===== src/link_ctrl_regs.svh =====
// address map, field positions and reset values of the link host control register
// Functional notes
// software enables PHY enhancements only while program permit and link enable are 1.
// with program permit 0, software leaves enhancements and their enable alone.
// bits 21 and 20 read as zero.
// link power status 1 permits link-PHY traffic, 0 blocks it completely.
// PHY-clock register access while that clock is stopped gets a target abort.
// with abort suppress set, such accesses complete and read all ones.
// offsets DCh-F0h and 100h-11Ch live in the PHY clock domain.
// software waits about 10 ms after setting link power status.
// buffered write enable turns posted writes on (1) or off (0).
// software changes buffered write enable only while link enable is 0.
// link enable clears on hardware reset and on software reset.
// software sets link enable when ready, then forces a bus reset.
// link enable 0 disconnects the link at once: no receive, no transmit.
// software reset clears internal state, flushes FIFOs, restores register defaults.
// software reset leaves configuration-space registers untouched.
// software reset bit reads 1 while busy, then clears itself.
// bits 15 to 0 read as zero.
// program permit clears only on global reset, never on software reset.
// set address sets bits written as one, clear address clears them.
// program permit loads from serial EEPROM and defaults to 1.
// both addresses read current contents; zero bits in a write change nothing.
`ifndef LINK_CTRL_REGS_SVH
`define LINK_CTRL_REGS_SVH

`define ADDR_CTRL_SET    12'h050
`define ADDR_CTRL_CLR    12'h054
`define ADDR_PHY_A_LO    12'h0dc
`define ADDR_PHY_A_HI    12'h0f0
`define ADDR_PHY_B_LO    12'h100
`define ADDR_PHY_B_HI    12'h11c

`define BIT_PERMIT       23
`define BIT_ENHANCE      22
`define BIT_LPS          19
`define BIT_BUF_WR       18
`define BIT_LINK_EN      17
`define BIT_SRST         16
`define BIT_RSVD_HI      21
`define BIT_RSVD_LO      20
`define BIT_LOW_HI       15
`define BIT_LOW_LO       0

`define RST_PERMIT       1'b1
`define RST_CTRL_BIT     1'b0
`define SRST_CYCLES      4'h8
`define SRST_LAST        4'h1
`define SRST_IDLE        4'h0
`define READ_ZERO        32'h0000_0000
`define READ_ALL_ONES    32'hffff_ffff

`endif


===== src/link_ctrl_pkg.sv =====
// types shared by the link host control register block
package link_ctrl_pkg;

    typedef enum logic [1:0] {
        DEC_NONE = 2'b00,
        DEC_CTRL = 2'b01,
        DEC_PHY  = 2'b10
    } decode_t;

    typedef struct packed {
        logic link_active_enable;
        logic buffered_write_enable;
        logic link_power_status;
        logic phy_enhancement_enable;
        logic fifo_flush;
    } link_status_t;

    typedef struct packed {
        logic        phy_program_permit;
        logic        phy_enhancement_enable;
        logic        link_power_status;
        logic        buffered_write_enable;
        logic        link_active_enable;
        logic        software_reset_trigger;
        logic [3:0]  srst_cnt;
        logic        pready;
        logic        pslverr;
        logic [31:0] prdata;
        logic        rx_enable;
        logic        tx_enable;
        logic        phy_grant;
        link_status_t status;
    } state_t;

endpackage


===== src/link_host_control.sv =====
// link host control register with set/clear addresses, behind an APB slave
//
// Local design decisions: the register addresses and the APB slave port.
`timescale 1ns/1ns
`include "link_ctrl_regs.svh"

module link_host_control (
    input  wire  logic                        pclk,
    input  wire  logic                        presetn,
    input  wire  logic                        psel,
    input  wire  logic                        penable,
    input  wire  logic                        pwrite,
    input  wire  logic [11:0]                 paddr,
    input  wire  logic [31:0]                 pwdata,
    output logic                              pready,
    output logic                              pslverr,
    output logic [31:0]                       prdata,
    input  wire  logic                        abort_suppress,
    input  wire  logic                        phy_clock_running,
    input  wire  logic                        eeprom_load,
    input  wire  logic                        eeprom_permit,
    input  wire  logic                        phy_tx_request,
    output logic                              phy_grant,
    output logic                              rx_enable,
    output logic                              tx_enable,
    output link_ctrl_pkg::link_status_t       status
);
    import link_ctrl_pkg::*;

    state_t  s_reg;
    state_t  s_next;
    decode_t dec;
    logic    access_first;
    logic    access_done;
    logic    in_phy_range;
    logic    wr_set;
    logic    wr_clr;
    logic [31:0] rd_val;

    // PHY clock domain address ranges
    assign in_phy_range = ((paddr >= `ADDR_PHY_A_LO) && (paddr <= `ADDR_PHY_A_HI))
                       || ((paddr >= `ADDR_PHY_B_LO) && (paddr <= `ADDR_PHY_B_HI));

    assign access_first = psel && penable && !s_reg.pready;
    assign access_done  = psel && penable && s_reg.pready;
    assign wr_set = access_done && pwrite && !s_reg.pslverr && (paddr == `ADDR_CTRL_SET);
    assign wr_clr = access_done && pwrite && !s_reg.pslverr && (paddr == `ADDR_CTRL_CLR);

    always_comb begin
        if ((paddr == `ADDR_CTRL_SET) || (paddr == `ADDR_CTRL_CLR)) begin
            dec = DEC_CTRL;
        end else if (in_phy_range) begin
            dec = DEC_PHY;
        end else begin
            dec = DEC_NONE;
        end
    end

    // both addresses show the same contents
    always_comb begin
        rd_val = `READ_ZERO;
        rd_val[`BIT_PERMIT]  = s_reg.phy_program_permit;
        rd_val[`BIT_ENHANCE] = s_reg.phy_enhancement_enable;
        rd_val[`BIT_LPS]     = s_reg.link_power_status;
        rd_val[`BIT_BUF_WR]  = s_reg.buffered_write_enable;
        rd_val[`BIT_LINK_EN] = s_reg.link_active_enable;
        rd_val[`BIT_SRST]    = s_reg.software_reset_trigger;
    end

    always_comb begin
        s_next = s_reg;
        s_next.pready  = 1'b0;
        s_next.pslverr = 1'b0;

        // answer one cycle into the access phase so outputs stay registered
        if (access_first) begin
            s_next.pready = 1'b1;
            s_next.prdata = `READ_ZERO;
            case (dec)
                DEC_CTRL: begin
                    // unused bits come from a zero base
                    // low half reads zero
                    s_next.prdata = rd_val;
                end
                DEC_PHY: begin
                    if (!phy_clock_running) begin
                        // config-space bit outlives soft reset
                        // suppressed abort reads all ones
                        if (abort_suppress) begin
                            s_next.prdata = `READ_ALL_ONES;
                        end else begin
                            // target abort on stopped clock
                            s_next.pslverr = 1'b1;
                        end
                    end
                end
                default: begin
                    s_next.pslverr = 1'b1;
                end
            endcase
        end

        // set and clear addresses
        if (!s_reg.software_reset_trigger && (wr_set || wr_clr)) begin
            // zero bits leave fields alone
            if (pwdata[`BIT_LPS]) begin
                s_next.link_power_status = wr_set;
            end
            // buffered write frozen while link enabled
            if (pwdata[`BIT_BUF_WR] && !s_reg.link_active_enable) begin
                s_next.buffered_write_enable = wr_set;
            end
            if (pwdata[`BIT_LINK_EN]) begin
                s_next.link_active_enable = wr_set;
            end
            // enhancement set needs permit and link enable
            if (pwdata[`BIT_ENHANCE] && wr_set && s_reg.phy_program_permit
                    && s_reg.link_active_enable) begin
                s_next.phy_enhancement_enable = 1'b1;
            end
            // clear also blocked without permit
            if (pwdata[`BIT_ENHANCE] && wr_clr && s_reg.phy_program_permit) begin
                s_next.phy_enhancement_enable = 1'b0;
            end
            // software reset start, set address only
            if (pwdata[`BIT_SRST] && wr_set) begin
                s_next.software_reset_trigger = 1'b1;
                s_next.srst_cnt               = `SRST_CYCLES;
            end
        end

        // bit stays 1 while counting, then self-clears
        if (s_reg.software_reset_trigger) begin
            if (s_reg.srst_cnt == `SRST_LAST) begin
                s_next.software_reset_trigger = 1'b0;
                s_next.srst_cnt               = `SRST_IDLE;
            end else begin
                s_next.srst_cnt = s_reg.srst_cnt - `SRST_LAST;
            end
        end

        // link enable cleared by software reset
        // all link controls back to defaults
        if (s_next.software_reset_trigger) begin
            s_next.link_active_enable     = `RST_CTRL_BIT;
            s_next.buffered_write_enable  = `RST_CTRL_BIT;
            s_next.link_power_status      = `RST_CTRL_BIT;
            s_next.phy_enhancement_enable = `RST_CTRL_BIT;
        end

        // permit loaded from EEPROM
        // software reset never touches permit
        if (eeprom_load) begin
            s_next.phy_program_permit = eeprom_permit;
        end

        // disconnected the cycle link enable drops
        s_next.rx_enable = s_next.link_active_enable && !s_next.software_reset_trigger;
        s_next.tx_enable = s_next.link_active_enable && !s_next.software_reset_trigger;
        // power status gates PHY traffic
        s_next.phy_grant = s_next.link_power_status && phy_tx_request;
        // posted writes follow the bit
        s_next.status.buffered_write_enable  = s_next.buffered_write_enable;
        s_next.status.link_active_enable     = s_next.link_active_enable;
        s_next.status.link_power_status      = s_next.link_power_status;
        s_next.status.phy_enhancement_enable = s_next.phy_enhancement_enable;
        s_next.status.fifo_flush             = s_next.software_reset_trigger;
    end

    // hardware reset clears link enable
    // the global reset loads permit with its default of 1; software reset leaves it alone
    always_ff @(posedge pclk or negedge presetn) begin
        if (!presetn) begin
            s_reg                        <= '0;
            s_reg.phy_program_permit     <= `RST_PERMIT;
        end else begin
            s_reg <= s_next;
        end
    end

    assign pready    = s_reg.pready;
    assign pslverr   = s_reg.pslverr;
    assign prdata    = s_reg.prdata;
    assign phy_grant = s_reg.phy_grant;
    assign rx_enable = s_reg.rx_enable;
    assign tx_enable = s_reg.tx_enable;
    assign status    = s_reg.status;

    AST_RSVD_ZERO: assert property (@(posedge pclk) disable iff (!presetn)
        access_first && dec == DEC_CTRL
        |=> prdata[`BIT_RSVD_HI:`BIT_RSVD_LO] == 2'h0 && prdata[`BIT_LOW_HI:`BIT_LOW_LO] == 16'h0)
        else $error("reserved bits read nonzero");

    AST_LPS_GATE: assert property (@(posedge pclk) disable iff (!presetn)
        !status.link_power_status |-> !phy_grant)
        else $error("phy grant while link power status is 0");

    AST_ABORT: assert property (@(posedge pclk) disable iff (!presetn)
        access_first && dec == DEC_PHY && !phy_clock_running && !abort_suppress
        |=> pready && pslverr)
        else $error("no abort on stopped phy clock");

    AST_ALL_ONES: assert property (@(posedge pclk) disable iff (!presetn)
        access_first && dec == DEC_PHY && !phy_clock_running && abort_suppress
        |=> pready && !pslverr && prdata == `READ_ALL_ONES)
        else $error("suppressed access did not read all ones");

    AST_BUF_WR: assert property (@(posedge pclk) disable iff (!presetn)
        wr_set && pwdata[`BIT_BUF_WR] && !pwdata[`BIT_SRST] && !status.link_active_enable
            && !s_reg.software_reset_trigger
        |=> status.buffered_write_enable)
        else $error("buffered write enable not set");

    AST_SRST_LINK: assert property (@(posedge pclk) disable iff (!presetn)
        s_reg.software_reset_trigger |-> !status.link_active_enable)
        else $error("link enabled during software reset");

    AST_DISCONNECT: assert property (@(posedge pclk) disable iff (!presetn)
        !status.link_active_enable |-> !rx_enable && !tx_enable)
        else $error("link active while disabled");

    AST_SRST_DONE: assert property (@(posedge pclk) disable iff (!presetn)
        $rose(s_reg.software_reset_trigger) |-> s_reg.software_reset_trigger[*8]
        ##1 !s_reg.software_reset_trigger)
        else $error("software reset length wrong");

    AST_PERMIT_HOLD: assert property (@(posedge pclk) disable iff (!presetn)
        !$past(eeprom_load) |-> $stable(s_reg.phy_program_permit))
        else $error("permit changed without eeprom load");

    AST_SET_CLR: assert property (@(posedge pclk) disable iff (!presetn)
        (wr_set || wr_clr) && pwdata[`BIT_LPS] && !(wr_set && pwdata[`BIT_SRST])
            && !s_reg.software_reset_trigger
        |=> status.link_power_status == $past(wr_set))
        else $error("set/clear did not reach link power status");

    AST_PREADY_PULSE: assert property (@(posedge pclk) disable iff (!presetn)
        pready
        |=> !pready)
        else $error("pready held longer than one cycle");

    AST_ANSWER_TIME: assert property (@(posedge pclk) disable iff (!presetn)
        psel && penable && !pready
        |=> pready)
        else $error("no answer in second access cycle");

    AST_ERR_WITH_READY: assert property (@(posedge pclk) disable iff (!presetn)
        pslverr
        |-> pready)
        else $error("error response without pready");

    AST_PRDATA_HOLD: assert property (@(posedge pclk) disable iff (!presetn)
        !pready
        |-> $stable(prdata))
        else $error("read data changed between answers");

    AST_CTRL_OKAY: assert property (@(posedge pclk) disable iff (!presetn)
        access_first && dec == DEC_CTRL
        |=> pready && !pslverr && prdata == $past(rd_val))
        else $error("control read did not return contents");

    AST_UNMAPPED: assert property (@(posedge pclk) disable iff (!presetn)
        access_first && dec == DEC_NONE
        |=> pready && pslverr && prdata == `READ_ZERO)
        else $error("unmapped access not refused");

    AST_PHY_RUNNING: assert property (@(posedge pclk) disable iff (!presetn)
        access_first && dec == DEC_PHY && phy_clock_running
        |=> pready && !pslverr)
        else $error("phy range access refused with clock running");

    AST_GRANT_REQ: assert property (@(posedge pclk) disable iff (!presetn)
        !$past(phy_tx_request)
        |-> !phy_grant)
        else $error("phy grant without request");

    AST_GRANT_ON: assert property (@(posedge pclk) disable iff (!presetn)
        status.link_power_status && $past(phy_tx_request)
        |-> phy_grant)
        else $error("phy grant missing while powered");

    AST_LPS_CLR: assert property (@(posedge pclk) disable iff (!presetn)
        wr_clr && pwdata[`BIT_LPS]
        |=> !status.link_power_status)
        else $error("link power status not cleared");

    AST_LINK_EN_SET: assert property (@(posedge pclk) disable iff (!presetn)
        wr_set && pwdata[`BIT_LINK_EN] && !pwdata[`BIT_SRST] && !s_reg.software_reset_trigger
        |=> status.link_active_enable)
        else $error("link enable not set");

    AST_LINK_EN_CLR: assert property (@(posedge pclk) disable iff (!presetn)
        wr_clr && pwdata[`BIT_LINK_EN]
        |=> !status.link_active_enable && !rx_enable && !tx_enable)
        else $error("link not disconnected on clear");

    AST_RX_FOLLOW: assert property (@(posedge pclk) disable iff (!presetn)
        rx_enable == (status.link_active_enable && !status.fifo_flush))
        else $error("receive enable does not follow link enable");

    AST_TX_RX_SAME: assert property (@(posedge pclk) disable iff (!presetn)
        tx_enable == rx_enable)
        else $error("transmit and receive enables differ");

    AST_ENH_SET: assert property (@(posedge pclk) disable iff (!presetn)
        wr_set && pwdata[`BIT_ENHANCE] && !pwdata[`BIT_SRST] && !s_reg.software_reset_trigger
            && s_reg.phy_program_permit && s_reg.link_active_enable
        |=> status.phy_enhancement_enable)
        else $error("enhancement enable not set");

    AST_ENH_NEEDS: assert property (@(posedge pclk) disable iff (!presetn)
        $rose(status.phy_enhancement_enable)
        |-> $past(s_reg.phy_program_permit) && $past(s_reg.link_active_enable))
        else $error("enhancement enabled without permit and link");

    AST_ENH_FROZEN: assert property (@(posedge pclk) disable iff (!presetn)
        !s_reg.phy_program_permit && !s_next.software_reset_trigger
        |=> $stable(s_reg.phy_enhancement_enable))
        else $error("enhancement changed without permit");

    AST_BUF_FROZEN: assert property (@(posedge pclk) disable iff (!presetn)
        s_reg.link_active_enable && !s_next.software_reset_trigger
        |=> $stable(s_reg.buffered_write_enable))
        else $error("buffered write changed while link enabled");

    AST_SRST_START: assert property (@(posedge pclk) disable iff (!presetn)
        wr_set && pwdata[`BIT_SRST] && !s_reg.software_reset_trigger
        |=> s_reg.software_reset_trigger && s_reg.srst_cnt == `SRST_CYCLES)
        else $error("software reset did not start");

    AST_SRST_ONLY_SET: assert property (@(posedge pclk) disable iff (!presetn)
        wr_clr && pwdata[`BIT_SRST] && !s_reg.software_reset_trigger
        |=> !s_reg.software_reset_trigger)
        else $error("software reset started from clear address");

    AST_SRST_CLEARS: assert property (@(posedge pclk) disable iff (!presetn)
        s_reg.software_reset_trigger
        |-> !status.phy_enhancement_enable && !status.buffered_write_enable
            && !status.link_power_status && status.fifo_flush)
        else $error("controls not at defaults during software reset");

    AST_PERMIT_LOAD: assert property (@(posedge pclk) disable iff (!presetn)
        eeprom_load
        |=> s_reg.phy_program_permit == $past(eeprom_permit))
        else $error("permit not loaded from eeprom");

    AST_SRST_CNT_RANGE: assert property (@(posedge pclk) disable iff (!presetn)
        s_reg.software_reset_trigger == (s_reg.srst_cnt != `SRST_IDLE))
        else $error("software reset flag and counter disagree");

endmodule


===== config.mk =====
export PLATFORM = sky130hd
export DESIGN_NAME = link_host_control
export DESIGN_NICKNAME = d
export VERILOG_FILES = /design/src/link_ctrl_pkg.sv /design/src/link_host_control.sv
export VERILOG_INCLUDE_DIRS = /design/src
export SDC_FILE = /design/constraint.sdc
export NUM_CORES = 1
export LEC_CHECK = 0
export BUFFER_PORTS_ARGS = -buffer_cell sky130_fd_sc_hd__buf_2
export CORE_ASPECT_RATIO = 1.5
export CORE_MARGIN = 5
export CORE_UTILIZATION = 28
export CTS_BUF_LIST = sky130_fd_sc_hd__clkbuf_8
export DETAILED_ROUTE_END_ITERATION = 12
export PLACE_DENSITY_LB_ADDON = 0.3
export SLEW_MARGIN = 0
export SYNTH_ARGS = -nofsm -noshare
export SYNTH_HDL_FRONTEND = slang
export SYNTH_SLANG_ARGS = --single-unit

===== constraint.sdc =====
create_clock -name pclk -period 4.01 [get_ports pclk]
set_clock_uncertainty 0.05 [all_clocks]
set_input_delay 1.0025 -clock pclk [delete_from_list [all_inputs] [get_ports pclk]]
set_output_delay 1.0025 -clock pclk [all_outputs]
set_load 0.005 [all_outputs]

; ---- Yosys cells after proc, flatten, opt, wreduce, memory -nomap -nowiden
; Cells that the tools add are included.
[word_totals]
ff_bits = 46
in_bits = 54
out_inout_bits = 42
wordCells = 76
[op_classes]
addsub = 1
order_cmp = 4
n_eq_ne = 5
mux = 19
reduce_logical = 35
[ops]
columns = op, count
row1 = one-hot mux 32 bit (2 select lines), 1
row2 = two-way mux 34 bit, 1
row3 = two-way mux 33 bit, 1
row4 = two-way mux 32 bit, 1
row5 = "== test 12 x 7 -> 1 bit, second input constant", 2
row6 = logical AND 1 bit, 19
row7 = "greater-or-equal comparator 12 x 8 -> 1 bit, second input constant", 1
row8 = "greater-or-equal comparator 12 x 9 -> 1 bit, second input constant", 1
row9 = "less-or-equal comparator 12 x 8 -> 1 bit, second input constant", 1
row10 = "less-or-equal comparator 12 x 9 -> 1 bit, second input constant", 1
row11 = two-way mux 5 bit, 2
row12 = two-way mux 9 bit, 1
row13 = two-way mux 4 bit, 2
row14 = nonzero test 2 bit, 4
row15 = two-way mux 1 bit, 7
row16 = AND reduction 2 bit, 3
row17 = logical NOT 1 bit, 5
row18 = "== test 4 x 1 -> 1 bit, second input constant", 1
row19 = two-way mux 2 bit, 2
row20 = "subtractor 4 x 1 -> 4 bit, second input constant", 1
row21 = logical OR 1 bit, 3
row22 = nonzero test 3 bit, 1
row23 = "== test 2 x 1 -> 1 bit, second input constant", 1
row24 = "== test 2 bit, second input constant", 1
row25 = one-hot mux 1 bit (2 select lines), 1

; ---- Logic depth before layout (Yosys ltp)
[depth]
depth_word = 15
ltp_mapped = 6
ltp_nobuf = 5

; ---- Worst setup path before layout
; Ideal clock, no wire load.
[synth_path]
path_type = input -> register
startpoint = in paddr[5]
endpoint = reg s_reg (netlist bit phy_grant)
setup_time_ns = 0.134
arrival_time_ns = 2.260
t_required_ns = 3.826
slack_ns = 1.566
stages = 4
n_path_buf = 0
cell_sequence = or4_1 -> or4_4 -> o21ai_0 -> a211oi_1
[synth_rtl]
columns = element, line_no
row1 = from (decl), link_host_control.sv:13  ; input wire logic [11:0] paddr,
row2 = to (signal assigned), link_host_control.sv:177  ; s_reg <= s_next;
row3 = to (decl), link_host_control.sv:30  ; state_t s_reg;

==> results.md <==
Setup path:
- The critical path runs through a total of 5 cells.
- The critical path is of the input pin to register type.
- STA classifies the critical path endpoint as a register.
- The most critical setup path has its endpoint at phy_grant.
- The peak per-stage delay on the critical path is between 500 and 600 ps.
- The endpoint identified for the worst register-to-register timing path is s_reg[44].
- The family with the most delay on the worst path is simple AND/OR/NAND/NOR gates.
- Along the worst path, the maximum fanout reaches 6.
- The critical path arrival is ~2600 ps.
- The slowest stage of the critical path is the sky130_fd_sc_hd__or4_1 cell.
- The source of the worst register-to-register timing path is status[0].
- The most critical setup path has its startpoint at paddr[5].
- STA classifies the critical path startpoint as an input pin.
- The slack of the worst reg-to-reg path is roughly 2400 ps.
- Counting cells, the worst reg-to-reg path comes to 4.
- Counting both buffers and inverters, the worst setup path holds a total of 1.
- The required time of the critical path is 4080 ps.
- The critical path goes through buf_2 > or4_1 > or4_4 > o21ai_0 > a211oi_1.

Detailed routing:
- The met1 wire length is around 1.2 mm.
- In the final routed layout, each cell accounts on average for between 10 and 15 um.
- The final route contains 1,184 vias.
- In the routed design, unresolved DRC markers number 0.
- The ratio of routed vias to standard cells is ~4.7.
- In the detailed route, the total length drawn on met3 is ~370 um.
- For this run, the detailed router's first-pass iteration total came to 4.
- Routed signal wires occupy layers up through met4.
- The wire length on met2 is about 1.6 mm.
- The number of nets with antenna violations after routing is 0.
- The routed wire length is between 3 and 4 mm.
- The number of DRC markers after the initial detailed-route iteration is 34.

Global route:
- The number of antenna violations at the first check in global routing is 0.
- The pin count of the biggest net entering global routing is 28.
- The number of global-route vias before repair is between 1,000 and 1,500.
- The first global-routing pass estimated approximately 5.4 mm of wire.
- The total global-route track usage is 0.109.
- The total overflow left after global routing is 0.

Synthesis:
- The synthesized netlist net count is between 200 and 250.
- The dominant register cell in the synthesized netlist is sky130_fd_sc_hd__dfrtp_1.
- The share of synthesized area in the top cell type comes to 0.342.
- The synthesized area per cell is between 9 and 10 sq um.
- Ranked by total cell area, the synthesized netlist is headed by sky130_fd_sc_hd__dfrtp_1, sky130_fd_sc_hd__buf_4, sky130_fd_sc_hd__a21oi_1.
- The sequential area share after synthesis is 0.361.
- The count of yosys warnings during synthesis is 0.
- The count of distinct cell types in the synthesized netlist is between 40 and 50.
- The instance count of the mapped netlist is ~150.
- For this run, asynchronously set or reset flops after synthesis account for 1.00.
- The number of enable flip-flop cells after synthesis is 0.
- After synthesis the netlist holds a flip-flop and latch count of 20.
- The cell area that synthesis handed to floorplanning was ~1400 sq um.
- sky130_fd_sc_hd__dfrtp_1 takes more of the synthesized area than any other cell.

Power and ir drop:
- VDD sags by at most around 0.13 mV.
- In this run the static leakage power is ~0.00082 uW.
- For this design the ratio of total power to cell area is between 200 and 300 nW/um^2.

Clock tree:
- TritonCTS built the clock tree.
- Clock-pin slew was measured on the worst setup and hold paths at approximately 70 ps.
- The number of gates resized after CTS was 0.
- The sink count of the clock tree is 20.
- Buffers added to address setup during post-CTS repair amount to 0.
- In this run the deepest clock path goes through 2 buffers.
- The hold buffer count at cts is 0.
- The TritonCTS buffer count is 3.
- The clock network latency to the later pin of the worst-skew pair is 250 ps.
- The tree is rooted in a sky130_fd_sc_hd__clkbuf_8.
- CTS built an H-tree with a depth of 1.

Job:
- The max-cap violation count is 0.

Floorplanning:
- After floorplanning, the core was divided into 31 placement rows.
- The core region area is slightly below 5000 sq um.
- The overall die width is 67.6 um.
- The die outline height is roughly 96 um.
- The floorplan step defined a die boundary enclosing 6510 sq um.
- The initial standard-cell utilization of the core is 0.289.
- Pin placement for this block handled 96 I/O pins.

Timing:
- Setup slack closes at between 1500 and 2000 ps.
- The transition at the pin with the smallest max-transition slack is ~560 ps.
- The maximum clock frequency is 400 MHz.
- Setup repair after global routing left no endpoint under its margin.
- Subtracting the final worst setup slack from the clock period gives roughly 2500 ps.
- In this run the tightest slew margin relative to its limit is 0.623.
- The number of failing setup endpoints in the final timing report is 0.
- The number of hold violations in the final report is 0.
- The final-layout setup total negative slack is 0 ps.
- The final worst-path cycle share is 0.623.
- The tightest hold path in the finished design has a slack of 479 ps.
- The count of final max-slew check failures was 0.

Final layout:
- The filler cells instantiated in the layout total around 540.
- The repair_antennas step left the layout with diodes totalling 0.
- The area growth from synthesis to final layout is 12.7%.
- The finished cells cover between 1500 and 2000 sq um.
- Of the cells placed in the final design, the portion with a size suffix greater than 1 is 0.446.
- For this run, the post-layout net count is roughly 240.
- The number of flip-flops in the largest register is 7.
- Once layout is complete, the utilization of the core stands at 0.326.

Placement:
- The weighted congestion reported at the end of routability-driven placement is around 0.8.
- Once placement finished, the instance area stood at 1510 sq um.
- The post-placement setup slack is between 1000 and 1500 ps.
- The number of I/O port buffers is 68.
- The HPWL after detailed placement is 2.71 mm.

Run status:
- The flow ran to the end, and the final reports show no timing, DRC or antenna violations.

Worst hold path:
- In this run the worst hold path is classified as register to register.
[metrics by stage]
step	total power (uW)	std cells
after global routing	462	250
after floorplan	264	154
after global placement	287	246
after CTS	440	250
final	434	250
after detailed placement	287	246
[layer usage]
layer	vias to the layer above	global-route usage
li1	571	-
met1	546	0.122
met2	63	0.192
met3	4	0.0234
met4	0	0.0474
met5	-	0
[worst min-delay path by stage]
stage	cells past startpoint	endpoint	start
2_1_floorplan	2	s_reg[45]	s_reg[45]
3_3_place_gp	2	s_reg[45]	s_reg[45]
3_5_place_dp	2	s_reg[45]	s_reg[45]
4_1_cts	2	s_reg[45]	s_reg[45]
5_1_grt	2	prdata[23]	prdata[23]
6_report	2	s_reg[45]	s_reg[45]
[placed cells by master, fill, tap and decap left out, types with 2 or more instances in the layout]
| cell | netlist | layout |
|---|---|---|
| sky130_fd_sc_hd__o22ai_1 | 2 | 2 |
| sky130_fd_sc_hd__buf_2 | 1 | 68 |
| sky130_fd_sc_hd__clkbuf_8 | 0 | 4 |
| sky130_fd_sc_hd__inv_1 | 4 | 4 |
| sky130_fd_sc_hd__nand4b_1 | 3 | 3 |
| sky130_fd_sc_hd__nor2_1 | 11 | 11 |
| sky130_fd_sc_hd__and2_1 | 2 | 2 |
| sky130_fd_sc_hd__a21o_1 | 3 | 3 |
| sky130_fd_sc_hd__or4b_2 | 2 | 2 |
| sky130_fd_sc_hd__ha_1 | 2 | 2 |
| sky130_fd_sc_hd__nand2_1 | 5 | 5 |
| sky130_fd_sc_hd__o21ai_0 | 3 | 3 |
| sky130_fd_sc_hd__a211oi_1 | 2 | 2 |
| sky130_fd_sc_hd__nor2b_1 | 4 | 4 |
| sky130_fd_sc_hd__nand4_1 | 2 | 2 |
| sky130_fd_sc_hd__nand3b_1 | 2 | 2 |
| sky130_fd_sc_hd__dfrtp_1 | 19 | 19 |
| sky130_fd_sc_hd__a21oi_1 | 17 | 17 |
| sky130_fd_sc_hd__nor3_1 | 2 | 2 |
| sky130_fd_sc_hd__nand3_1 | 5 | 5 |
[tightest hold or removal path, stage by stage, from the launching register on]
cell and delay [ps]:
sky130_fd_sc_hd__dfrtp_1 380, sky130_fd_sc_hd__a21oi_1 70, sky130_fd_sc_hd__nand2_1 50
[cell families after synthesis]
family                   count (synthesis)  share of synthesized area
buffers and inverters                   47                      0.230
AND/OR/NAND/NOR                         47                      0.205
flip-flops                              20                      0.361
AO/OA/AOI/OAI                           37                      0.178
adder cells (fa/ha/maj)                  2                     0.0180
multiplexers                             1                    0.00809
[power by group]
group	switching, uW	internal, uW
combinational	31.9	30.1
clock	64.8	87.3
sequential	6.28	214
[cell usage after synthesis, types with 2 or more instances]
cell type,n
sky130_fd_sc_hd__a211oi_1,2
sky130_fd_sc_hd__a21o_1,3
sky130_fd_sc_hd__a21oi_1,17
sky130_fd_sc_hd__and2_1,2
sky130_fd_sc_hd__buf_4,38
sky130_fd_sc_hd__clkbuf_1,3
sky130_fd_sc_hd__dfrtp_1,19
sky130_fd_sc_hd__ha_1,2
sky130_fd_sc_hd__inv_1,4
sky130_fd_sc_hd__nand2_1,5
sky130_fd_sc_hd__nand3_1,5
sky130_fd_sc_hd__nand3b_1,2
sky130_fd_sc_hd__nand4_1,2
sky130_fd_sc_hd__nand4b_1,3
sky130_fd_sc_hd__nor2_1,11
sky130_fd_sc_hd__nor2b_1,4
sky130_fd_sc_hd__nor3_1,2
sky130_fd_sc_hd__o21ai_0,3
sky130_fd_sc_hd__o22ai_1,2
sky130_fd_sc_hd__or4b_2,2
[area by class of cell]
type | instances | area (sq um) | share of cell area
Sequential cell | 20 | 502 | 0.320
Tap cell | 66 | 82.6 | 0.0527
Clock buffer | 4 | 55.1 | 0.0351
Multi-Input combinational cell | 87 | 569 | 0.363
Timing Repair Buffer | 68 | 340 | 0.217
Inverter | 5 | 18.8 | 0.0120
No activity file was read; power rests on OpenSTA's default activity.
